===== config.mk =====
export PLATFORM = sky130hd
export DESIGN_NAME = kopc_top
export DESIGN_NICKNAME = d
export VERILOG_FILES = /design/src/shared/kopc_pkg.sv /design/src/rtl/kopc_cmd_issue.sv /design/src/rtl/kopc_top.sv
export VERILOG_INCLUDE_DIRS = /design/src /design/src/shared
export SDC_FILE = /design/constraint.sdc
export NUM_CORES = 1
export LEC_CHECK = 0
export BUFFER_PORTS_ARGS = -buffer_cell sky130_fd_sc_hd__buf_2
export CORE_UTILIZATION = 47
export CTS_CLUSTER_DIAMETER = 50
export CTS_CLUSTER_SIZE = 10
export DETAILED_ROUTE_END_ITERATION = 10
export MAX_ROUTING_LAYER = met4
export PLACE_DENSITY = 0.79
export SYNTH_ARGS = -nofsm -noshare
export SYNTH_HDL_FRONTEND = slang
export SYNTH_SLANG_ARGS = --single-unit

===== constraint.sdc =====
create_clock -name pclk -period 2.1 [get_ports pclk]
set_input_delay 0.42 -clock pclk [delete_from_list [all_inputs] [get_ports pclk]]
set_output_delay 0.42 -clock pclk [all_outputs]
set_load 0.01 [all_outputs]

===== src/shared/kopc_cfg.svh =====
// Register indices, field positions, reset values and key constants
`ifndef KOPC_CFG_SVH
`define KOPC_CFG_SVH

`define KOPC_KEY_IDX        16'h4008
`define KOPC_SCRATCH_IDX    16'h4009
`define KOPC_CTRL_IDX       16'h400A
`define KOPC_STATUS_IDX     16'h400B

`define KOPC_UNLOCK_VALUE   16'h9716
`define KOPC_KEY_RESET      16'h0000
`define KOPC_SCRATCH_RESET  16'h0000

`define KOPC_PROG_BIT       15
`define KOPC_TARGET_BIT     13
`define KOPC_FINAL_BIT      11
`define KOPC_VERIFY_BIT     10
`define KOPC_WRITE_BIT      9
`define KOPC_READ_BIT       8
`define KOPC_MARGIN_HI      7
`define KOPC_MARGIN_LO      6
`define KOPC_ALL_PAGES_BIT  5
`define KOPC_PAGE_HI        1
`define KOPC_PAGE_LO        0

`define KOPC_TARGET_RESET   1'b1
`define KOPC_MARGIN_RESET   2'h0
`define KOPC_PAGE_RESET     2'h0

`define KOPC_MARGIN_NORMAL  2'h0
`define KOPC_MARGIN_RSVD    2'h1
`define KOPC_VOL_PAGE_RSVD  2'h3
`define KOPC_VOL_PAGE_BASE  3'h2

`define KOPC_ST_BUSY_BIT    0
`define KOPC_ST_FINAL_BIT   1
`define KOPC_ST_REJECT_BIT  2
`define KOPC_ST_FAIL_BIT    3
`define KOPC_ST_UNLOCK_BIT  4
`define KOPC_ST_PROG_BIT    5

`endif


===== src/shared/kopc_pkg.sv =====
// Types shared by the keyed program control block
package kopc_pkg;

   typedef enum logic [2:0] {
      op_none,
      op_read,
      op_write,
      op_verify,
      op_final
   } kopc_op_e;

   typedef enum logic [1:0] {
      st_idle,
      st_issue,
      st_wait
   } kopc_state_e;

   typedef struct packed {
      logic [15:0] key;
      logic [15:0] scratch;
      logic        program_state_select;
      logic        otp_target;
      logic [1:0]  read_margin_level;
      logic        all_pages_select;
      logic [1:0]  page_sel;
      logic        finalised;
      logic        reject_flag;
      logic        fail_flag;
      kopc_state_e state;
      kopc_op_e    cmd_op;
      logic        cmd_otp;
      logic        cmd_all;
      logic [2:0]  cmd_page;
      logic [1:0]  cmd_margin;
      logic [31:0] prdata;
   } kopc_regs_s;

endpackage


===== src/rtl/kopc_cmd_issue.sv =====
// Command decode: picks one operation, maps the page and screens it
`timescale 1ns/1ns
`include "kopc_cfg.svh"

module kopc_cmd_issue (
   input  wire logic              cmd_final,
   input  wire logic              cmd_verify,
   input  wire logic              cmd_write,
   input  wire logic              cmd_read,
   input  wire logic              otp_target,
   input  wire logic              all_pages,
   input  wire logic [1:0]        page_sel,
   input  wire logic [1:0]        margin,
   input  wire logic              finalised,
   output kopc_pkg::kopc_op_e     op,
   output logic      [2:0]        phys_page,
   output logic                   reject
);

   logic [2:0] n_cmds;

   always_comb begin
      n_cmds = {2'h0, cmd_final} + {2'h0, cmd_verify}
             + {2'h0, cmd_write} + {2'h0, cmd_read};
      // Finalise outranks verify, write and read if several are set
      if (cmd_final) begin
         op = kopc_pkg::op_final;
      end else if (cmd_verify) begin
         op = kopc_pkg::op_verify;
      end else if (cmd_write) begin
         op = kopc_pkg::op_write;
      end else if (cmd_read) begin
         op = kopc_pkg::op_read;
      end else begin
         op = kopc_pkg::op_none;
      end
      if (otp_target) begin
         phys_page = {1'b0, page_sel};
      end else begin
         phys_page = `KOPC_VOL_PAGE_BASE + {1'b0, page_sel};
      end
      reject = 1'b0;
      if (n_cmds > 3'h1) begin
         reject = 1'b1;
      end
      if (!all_pages && !otp_target && page_sel == `KOPC_VOL_PAGE_RSVD) begin
         reject = 1'b1;
      end
      if ((cmd_read || cmd_verify) && margin == `KOPC_MARGIN_RSVD) begin
         reject = 1'b1;
      end
      // No OTP programming once finalised
      if (finalised && otp_target && (cmd_write || cmd_final)) begin
         reject = 1'b1;
      end
   end

endmodule


===== src/rtl/kopc_top.sv =====
// Keyed access and program control of the nonvolatile memories over APB
//
// The APB register port was left to the implementer.
`timescale 1ns/1ns
`include "kopc_cfg.svh"

module kopc_top (
   input  wire logic                pclk,
   input  wire logic                presetn,
   input  wire logic                psel,
   input  wire logic                penable,
   input  wire logic                pwrite,
   input  wire logic [17:0]         paddr,
   input  wire logic [31:0]         pwdata,
   output logic      [31:0]         prdata,
   output logic                     pready,
   output logic                     pslverr,
   output logic                     program_mode,
   output logic                     mem_cmd_valid,
   input  wire logic                mem_cmd_ready,
   output kopc_pkg::kopc_op_e       mem_cmd_op,
   output logic                     mem_cmd_otp,
   output logic                     mem_cmd_all,
   output logic      [2:0]          mem_cmd_page,
   output logic      [1:0]          mem_cmd_margin,
   input  wire logic                mem_cmd_done,
   input  wire logic                mem_cmd_fail
);

   kopc_pkg::kopc_regs_s r;
   kopc_pkg::kopc_regs_s next_r;

   logic                 unlocked;
   logic                 mapped;
   logic                 wr_en;
   logic                 rd_setup;
   logic                 ctrl_wr;
   logic                 any_cmd;
   kopc_pkg::kopc_op_e   dec_op;
   logic [2:0]           dec_page;
   logic                 dec_reject;
   logic                 tgt_eff;
   logic [1:0]           margin_eff;

   // True when the byte address is the word-aligned address of a register index
   function automatic logic reg_hit(input logic [17:0] addr,
                                    input logic [15:0] idx);
      reg_hit = (addr == {idx, 2'b00});
   endfunction

   function automatic logic [31:0] read_mux(input logic [17:0] addr,
                                            input kopc_pkg::kopc_regs_s s,
                                            input logic unl);
      logic [31:0] v;
      v = 32'h0000_0000;
      if (reg_hit(addr, `KOPC_KEY_IDX)) begin
         v[15:0] = s.key;
      end else if (reg_hit(addr, `KOPC_SCRATCH_IDX)) begin
         v[15:0] = s.scratch;
      end else if (reg_hit(addr, `KOPC_CTRL_IDX)) begin
         // Command bits are actions and read back as zero
         v[`KOPC_PROG_BIT]                     = s.program_state_select;
         v[`KOPC_TARGET_BIT]                   = s.otp_target;
         v[`KOPC_MARGIN_HI:`KOPC_MARGIN_LO]    = s.read_margin_level;
         v[`KOPC_ALL_PAGES_BIT]                = s.all_pages_select;
         v[`KOPC_PAGE_HI:`KOPC_PAGE_LO]        = s.page_sel;
      end else if (reg_hit(addr, `KOPC_STATUS_IDX)) begin
         v[`KOPC_ST_BUSY_BIT]   = (s.state != kopc_pkg::st_idle);
         v[`KOPC_ST_FINAL_BIT]  = s.finalised;
         v[`KOPC_ST_REJECT_BIT] = s.reject_flag;
         v[`KOPC_ST_FAIL_BIT]   = s.fail_flag;
         v[`KOPC_ST_UNLOCK_BIT] = unl;
         v[`KOPC_ST_PROG_BIT]   = s.program_state_select;
      end
      read_mux = v;
   endfunction

   assign unlocked = (r.key == `KOPC_UNLOCK_VALUE);
   assign mapped   = reg_hit(paddr, `KOPC_KEY_IDX)
                   | reg_hit(paddr, `KOPC_SCRATCH_IDX)
                   | reg_hit(paddr, `KOPC_CTRL_IDX)
                   | reg_hit(paddr, `KOPC_STATUS_IDX);

   // Zero wait states; unmapped words answer with an error
   assign pready   = 1'b1;
   assign pslverr  = psel & penable & ~mapped;
   assign wr_en    = psel & penable & pwrite & mapped;
   assign rd_setup = psel & ~penable & ~pwrite;
   assign ctrl_wr  = wr_en & reg_hit(paddr, `KOPC_CTRL_IDX);

   assign any_cmd  = pwdata[`KOPC_FINAL_BIT] | pwdata[`KOPC_VERIFY_BIT]
                   | pwdata[`KOPC_WRITE_BIT] | pwdata[`KOPC_READ_BIT];

   // A command uses the target and margin written in the same access
   assign tgt_eff    = unlocked ? pwdata[`KOPC_TARGET_BIT] : r.otp_target;
   assign margin_eff = unlocked ? pwdata[`KOPC_MARGIN_HI:`KOPC_MARGIN_LO]
                                : r.read_margin_level;

   kopc_cmd_issue u_issue (
      .cmd_final  (pwdata[`KOPC_FINAL_BIT]),
      .cmd_verify (pwdata[`KOPC_VERIFY_BIT]),
      .cmd_write  (pwdata[`KOPC_WRITE_BIT]),
      .cmd_read   (pwdata[`KOPC_READ_BIT]),
      .otp_target (tgt_eff),
      .all_pages  (pwdata[`KOPC_ALL_PAGES_BIT]),
      .page_sel   (pwdata[`KOPC_PAGE_HI:`KOPC_PAGE_LO]),
      .margin     (margin_eff),
      .finalised  (r.finalised),
      .op         (dec_op),
      .phys_page  (dec_page),
      .reject     (dec_reject)
   );

   always_comb begin
      next_r = r;

      if (rd_setup) begin
         next_r.prdata = read_mux(paddr, r, unlocked);
      end

      if (wr_en && reg_hit(paddr, `KOPC_KEY_IDX)) begin
         next_r.key = pwdata[15:0];
      end

      if (wr_en && reg_hit(paddr, `KOPC_SCRATCH_IDX)) begin
         next_r.scratch = pwdata[15:0];
      end

      // Software clears the reject and fail flags by writing one; a new event wins
      if (wr_en && reg_hit(paddr, `KOPC_STATUS_IDX)) begin
         if (pwdata[`KOPC_ST_REJECT_BIT]) begin
            next_r.reject_flag = 1'b0;
         end
         if (pwdata[`KOPC_ST_FAIL_BIT]) begin
            next_r.fail_flag = 1'b0;
         end
      end

      if (ctrl_wr) begin
         // Scope and page stay writable without the key
         next_r.all_pages_select = pwdata[`KOPC_ALL_PAGES_BIT];
         next_r.page_sel = pwdata[`KOPC_PAGE_HI:`KOPC_PAGE_LO];
         if (unlocked) begin
            if (pwdata[`KOPC_PROG_BIT]) begin
               next_r.program_state_select = 1'b1;
            end
            next_r.otp_target = pwdata[`KOPC_TARGET_BIT];
            next_r.read_margin_level =
               pwdata[`KOPC_MARGIN_HI:`KOPC_MARGIN_LO];
            if (any_cmd) begin
               if (r.state != kopc_pkg::st_idle || dec_reject) begin
                  next_r.reject_flag = 1'b1;
               end else begin
                  next_r.state      = kopc_pkg::st_issue;
                  next_r.cmd_op     = dec_op;
                  next_r.cmd_otp    = tgt_eff;
                  next_r.cmd_all    = pwdata[`KOPC_ALL_PAGES_BIT];
                  next_r.cmd_page   = dec_page;
                  next_r.cmd_margin = margin_eff;
               end
            end
         end
      end

      case (r.state)
         kopc_pkg::st_idle: begin
         end
         kopc_pkg::st_issue: begin
            if (mem_cmd_ready) begin
               next_r.state = kopc_pkg::st_wait;
            end
         end
         kopc_pkg::st_wait: begin
            if (mem_cmd_done) begin
               next_r.state = kopc_pkg::st_idle;
               if (mem_cmd_fail) begin
                  next_r.fail_flag = 1'b1;
               end else if (r.cmd_op == kopc_pkg::op_final) begin
                  next_r.finalised = 1'b1;
               end
            end
         end
         default: begin
            next_r.state = kopc_pkg::st_idle;
         end
      endcase
   end

   always_ff @(posedge pclk or negedge presetn) begin
      if (!presetn) begin
         r.key                  <= `KOPC_KEY_RESET;
         r.scratch              <= `KOPC_SCRATCH_RESET;
         r.program_state_select <= 1'b0;
         r.otp_target           <= `KOPC_TARGET_RESET;
         r.read_margin_level    <= `KOPC_MARGIN_RESET;
         r.all_pages_select     <= 1'b0;
         r.page_sel             <= `KOPC_PAGE_RESET;
         r.finalised            <= 1'b0;
         r.reject_flag          <= 1'b0;
         r.fail_flag            <= 1'b0;
         r.state                <= kopc_pkg::st_idle;
         r.cmd_op               <= kopc_pkg::op_none;
         r.cmd_otp              <= 1'b0;
         r.cmd_all              <= 1'b0;
         r.cmd_page             <= 3'h0;
         r.cmd_margin           <= 2'h0;
         r.prdata               <= 32'h0000_0000;
      end else begin
         r <= next_r;
      end
   end

   assign prdata         = r.prdata;
   assign program_mode   = r.program_state_select;
   assign mem_cmd_valid  = (r.state == kopc_pkg::st_issue);
   assign mem_cmd_op     = r.cmd_op;
   assign mem_cmd_otp    = r.cmd_otp;
   assign mem_cmd_all    = r.cmd_all;
   assign mem_cmd_page   = r.cmd_page;
   assign mem_cmd_margin = r.cmd_margin;

endmodule


==> results of run 1 <==
[area by class of cell]
cell class	count	area, um^2	share of cell area [%]
clock buffer	12	145	3.33
tap	99	124	2.85
multi-input combinational	207	1620	37.1
timing repair buffer	102	659	15.1
clock inverter	4	22.5	0.517
inverter	9	33.8	0.776
sequential	70	1750	40.3
[placed cells by master (no fill, tap or decap), types with 5 or more instances in the layout]
| cell type | count |
|---|---|
| buf_2 | 68 |
| a21oi_1 | 8 |
| mux2_4 | 8 |
| o21ai_0 | 14 |
| conb_1 | 17 |
| inv_1 | 9 |
| nor2_1 | 16 |
| nand2_1 | 26 |
| buf_4 | 25 |
| nor4b_1 | 5 |
| mux2_2 | 35 |
| mux2i_1 | 15 |
| o31ai_1 | 8 |
| dfrtp_1 | 69 |
| clkbuf_8 | 10 |
| buf_6 | 5 |
[through the flow]
stage	setup TNS, ns	std cells	power, mW	hold WS [ns]	instance area, um^2
after CTS	-0.134	501	2.53	0.0462	4310
after detailed placement	-11.83	484	1.58	0.424	4090
after global routing	-1.32	503	2.61	0.0688	4350
after floorplan	-3.44	340	1.48	0.124	3760
final	-0.501	503	2.51	0.0537	4350
after global placement	-10.02	484	1.58	0.418	4090
[power by group through the flow]
stage | registers [mW] | clock network, mW | logic, mW
after floorplan | 1.38 | 0 | 0.0999
after global placement | 1.38 | 0 | 0.200
after detailed placement | 1.38 | 0 | 0.206
after CTS | 1.35 | 0.969 | 0.212
after global routing | 1.35 | 1.02 | 0.235
final | 1.35 | 0.941 | 0.213
[final timing paths]
path | endpoint | slack, ns
max | r[73]$_DFFE_PN0P_ | -0.05
min | mem_cmd_margin[0]$_DFFE_PN0P_ | 0.05
max in group asynchronous | r[52]$_DFFE_PN1P_ | 1.75
min reg2reg | prdata[11]$_DFFE_PN0P_ | 0.48
min in group pclk | r[43]$_DFF_PN0_ | 0.27
max reg2reg | r[51]$_DFFE_PN0P_ | 0.07
[cell families after synthesis]
family / Yosys count
simple gates: 82
other cells: 2
mux: 61
fa+ha+maj: 4
flops: 70
compound gates: 43
buf+inv: 63
[sequential cells by signal, indices dropped and copies added (netlist names)]
| register | flops |
|---|---|
| mem_cmd_all | 1 |
| program_mode | 1 |
| mem_cmd_otp | 1 |
| mem_cmd_margin | 2 |
| mem_cmd_op | 3 |
| r | 43 |
| mem_cmd_page | 3 |
| prdata | 16 |
[routing by layer]
metal / track usage (%) / part of all wire [%]
met3: 3.79 / 5.0
met5: - / 0
met1: 28.1 / 45
met2: 33.9 / 49
met4: 7.93 / 1.3
[timing repair]
item	CTS	global route
pin swaps	3	1
resized for setup	12	5
endpoints found under the setup margin	1	32
setup buffers	1	2
hold endpoints to repair	0	0
[critical path: cells and delay by family]
family,cells,cell delay (ns)
AND/OR/NAND/NOR,3,1.26
buffers and inverters,3,0.40
multiplexers,1,0.30
==> results.py, run 1 <==
metrics = {
    "timing": {
        "setup_ws_ns": -0.0515,
        "setup_viol": 24,
        "fmax_mhz": 465,
        "fin_skew_ns": 0.00737,
        "slew_violations": 0,
        "fin_crit_sh_pct": 102,
        "hold_viol": 0,
        "rsz0062_at_grt": "true",
        "period_needed_ns": 2.15,
    },
    "yosys": {
        "synthAdderAreaFrac_pct": 1.36,
        "synth-main-ff-cell": "dfrtp_1",
        "synth_area_leaders": "dfrtp_1 47%, mux2_2 11%, buf_4 8.4%",
        "synth_compound_area_share_pct": 7.35,
        "synth_simple_gate_area_share_pct": 12.2,
        "ys_seq_area_share_pct": 47.7,
        "synth.area.mux_share_pct": 19.6,
        "synth_area_per_cell_um2": 11.3,
        "syn_inst": 325,
        "synth.most_common_cell": "dfrtp_1",
        "synth_common_cells": "69 x dfrtp_1, 41 x buf_4, 35 x mux2_2",
        "async_flop_share_pct": 100,
        "synth_top_cell_by_area": "dfrtp_1",
        "synth_top_family_by_area": "multiplexers",
        "synth_warnings": 0,
        "netlist_area_mm2": 0.00368,
        "ys_ff_latch": 70,
        "synth_cell_types": 45,
        "synth_top_area_share_pct": 47.0,
        "synth_edf_count": 0,
        "synth_xor_area_share_pct": 0,
    },
    "drt": {
        "drt-total-wl_mm": 8.16,
        "via_count": 2666,
        "detail_route.vias_per_cell": 5.30,
        "firstDrtPassIters": 4,
        "first_iter_violations": 272,
        "drc": 0,
        "wl_per_cell_um": 16.2,
        "postRouteAntennaNets": 0,
    },
    "floorplanning": {
        "die_x_um": 90.4,
        "die_h_um": 90.4,
        "start_util_pct": 49.6,
        "core_mm2": 0.00741,
        "dieArea_mm2": 0.00818,
        "rows": 31,
        "ios": 104,
    },
    "pwr": {
        "power.share.switching_pct": 24.5,
        "p_seq_share_pct": 53.9,
        "power_density_mw_per_mm2": 576,
        "p_int_mw": 1.89,
        "p_comb_share_pct": 8.5,
        "ir_drop_v": 0.000429,
        "power_switching_uw": 614,
        "clock_power_share_pct": 37.5,
        "p_leak_nw": 2.27,
    },
    "global_routing": {
        "grtUsageTotal_pct": 21.6,
        "antenna_found_initial": 0,
        "grt_pass1_wl_mm": 13.3,
        "grt_start_max_net_pins": 46,
        "grt_overflow": 0,
        "grt_pass1_vias": 2668,
    },
    "critical_path": {
        "critPathLaunch": "paddr[9]",
        "worst-setup-path-type": "in2reg",
        "r2r_cells": 6,
        "worstPathArrival_ns": 2.38,
        "required_ns": 2.33,
        "timing.rr.start": "r[73]$_DFFE_PN0P_",
        "slowest_stage": "or4_4",
        "cp_max_fo": 19,
        "cpPeakStageDelay_ns": 0.55,
        "startpoint_type": "input pin",
        "crit_chain": "buf_6 > or4_4 > buf_6 > or3_4 > or3_4 > buf_12 > mux2_4",
        "crit_path_end_kind": "flop",
    },
    "finish": {
        "area_growth_pct": 18.4,
        "antenna_cells": 0,
        "finalCoreUtilization_pct": 58.8,
        "fill_cells": 624,
        "drive_above_1_share_pct": 43.1,
        "nets": 461,
    },
    "clock_tree": {
        "h-tree-depth": 3,
        "hold_buffers": 0,
        "cts_tree": "built",
        "clk_path_buf_depth": 2,
        "cts_made_buffers": 9,
        "clk_pin_slew_worst_paths_ns": 0.07,
        "clock_latency_ns": 0.34,
        "cts_root_buf": "clkbuf_8",
        "clock_sinks": 70,
    },
    "placed_design": {
        "dp_hpwl_mm": 6.12,
        "place.gp.congestion": 0.895,
        "place_ws_ns": -0.313,
        "port_buffers": 70,
    },
    "outcome": {
        "status": "finished, violations left",
        "violations": "negative setup slack",
    },
    "run": {
        "max_cap_viol_count": 0,
    },
    "min_path": {
        "min_path_type": "in2async",
    },
}
Note: power is estimated with default switching activity, not from simulation.
==> run 2, diff against run 1 <==
CORE_UTILIZATION = 34   (was 47)
PLACE_DENSITY = 0.61   (was 0.79)
==> run 2 against run 1 <==
The flow now finishes without violations. Design area increased by 0.26%. Sequential power about the same. Highest routed layer unchanged. Routed wire length increased by 0.67%. Critical path depth shrank 2. Register-to-register slack barely moved.
==> results.py, run 2 (synthesis results as in run 1) <==
metrics = {
    "timing": {
        "slew_violations": 0,
        "setup_ws_ns": 0.0445,
        "hold_viol": 0,
        "fin_crit_sh_pct": 97.9,
        "fmax_mhz": 486,
        "period_needed_ns": 2.06,
        "setup_viol": 0,
        "fin_skew_ns": 0.00784,
    },
    "finish": {
        "design_area_mm2": 0.00436,
        "top_regs": "r x43, prdata x16",
        "fin_cells": 538,
        "mostFrequentLayoutCells": "70 x buf_2, 69 x dfrtp_1, 35 x mux2_2",
        "multi_input_area_mm2": 0.00161,
        "drive_above_1_share_pct": 42.0,
        "largest_register_ffs": 43,
        "largest-register": "r",
        "final_common_cell": "buf_2",
        "antenna_cells": 0,
        "fill_cells": 1035,
        "area_growth_pct": 18.7,
        "regArea_mm2": 0.00175,
        "nets": 459,
    },
    "drt": {
        "drt-total-wl_mm": 8.21,
        "dr_wl_met2_mm": 3.75,
        "detail_route.vias_per_cell": 4.85,
        "wl_per_cell_um": 15.3,
        "routed.top_layer": "met4",
        "firstDrtPassIters": 4,
        "drc": 0,
        "wl_met3_um": 397,
        "via_count": 2607,
        "first_iter_violations": 143,
        "m1WireLength_mm": 4.02,
        "postRouteAntennaNets": 0,
    },
    "critical_path": {
        "crit_path_end_kind": "output port",
        "worstPathArrival_ns": 1.64,
        "startpoint_type": "input pin",
        "required_ns": 1.68,
        "worst-setup-path-type": "in2out",
        "cp_max_fo": 4,
    },
    "floorplanning": {
        "start_util_pct": 35.3,
        "core_mm2": 0.0104,
        "die_x_um": 106,
        "dieArea_mm2": 0.0112,
        "die_h_um": 106,
        "rows": 37,
        "ios": 104,
    },
    "pwr": {
        "p_leak_nw": 2.26,
        "power_mw": 2.66,
        "ir_drop_v": 0.000366,
        "power_density_mw_per_mm2": 609,
    },
    "clock_tree": {
        "cts_root_buf": "clkbuf_8",
        "clock_sinks": 70,
        "cts_made_buffers": 9,
        "h-tree-depth": 3,
        "cts_tree": "built",
        "clock_latency_ns": 0.35,
        "clk_pin_slew_worst_paths_ns": 0.08,
        "clk_path_buf_depth": 2,
    },
    "global_routing": {
        "grtUsageTotal_pct": 15.8,
        "grt_start_max_net_pins": 40,
        "grt_pass1_vias": 2472,
        "antenna_found_initial": 0,
        "grt_overflow": 0,
        "grt_pass1_wl_mm": 13.0,
    },
    "placed_design": {
        "place.gp.congestion": 0.801,
        "port_buffers": 70,
        "place_ws_ns": -0.294,
        "postPlaceCellArea_mm2": 0.00412,
        "dp_hpwl_mm": 6.20,
        "dp_cells": 521,
    },
    "run": {
        "max_cap_viol_count": 0,
    },
    "min_path": {
        "min_path_type": "in2reg",
    },
    "outcome": {
        "status": "finished, final reports clean",
    },
}
run 2: changes by cell type in the layout (fill, tap and decap cells not counted), moves of 2 or more:
cell / delta
buf_6: -5
buf_2: +2
clkbuf_1: -2
or3_4: -3
or3_1: +3
buf_4: +2
run 2: metrics by stage:
stage          hold slack [ns]  util (%)  setup TNS (ns)
2_1_floorplan            0.124         -           -3.44
3_3_place_gp             0.319      39.6          -10.16
3_5_place_dp             0.324      39.6          -10.37
4_1_cts                  0.235      41.8               0
5_1_grt                  0.233      41.9        -0.00951
6_report                 0.247      41.9               0
run 2: what timing repair did:
action | in CTS | in global routing
endpoints found under the setup margin | 1 | 4
buffers inserted | 0 | 0
resized for setup | 4 | 3
pin swaps | 1 | 2
hold buffers | 1 | 0
endpoints found under the hold margin | 10 | 0
run 2: worst paths after layout:
kind | from | end | slack (ns) | cells past startpoint
worst min register to register | prdata[15]$_DFFE_PN0P_ | prdata[15]$_DFFE_PN0P_ | 0.47 | 2
worst min-delay path | mem_cmd_done | r[43]$_DFF_PN0_ | 0.25 | 2
worst max-delay path | paddr[17] | pslverr | 0.04 | 5
max in group asynchronous | presetn | r[52]$_DFFE_PN1P_ | 0.99 | 3
worst max register to register | r[70]$_DFFE_PN0P_ | r[51]$_DFFE_PN0P_ | 0.07 | 6
min in group asynchronous | presetn | mem_cmd_page[1]$_DFFE_PN0P_ | 0.48 | 2
run 2: critical path: stages:
cell and delay [ns]:
buf_2 0.10, or4_4 0.55, or2_4 0.27, and3_1 0.17, buf_2 0.13
run 2: layout make-up:
type / count / share of cell area, %
timing repair buffer: 100 / 13.8
clock inverter: 6 / 1.40
clock buffer: 10 / 3.15
sequential: 70 / 40.2
inverter: 9 / 0.774
multi-input combinational: 207 / 36.8
tap: 136 / 3.90
run 2: per-layer routing:
layer,vias up,GRT usage [%]
met2,74,23.7
li1,1249,-
met5,-,-
met4,0,3.57
met3,10,4.48
met1,1274,21.3
run 2: power by group:
group          switching [mW]  internal, mW  total (mW)
Combinational           0.128        0.0819       0.210
Clock                   0.521         0.576        1.10
Sequential            0.00279          1.35        1.35
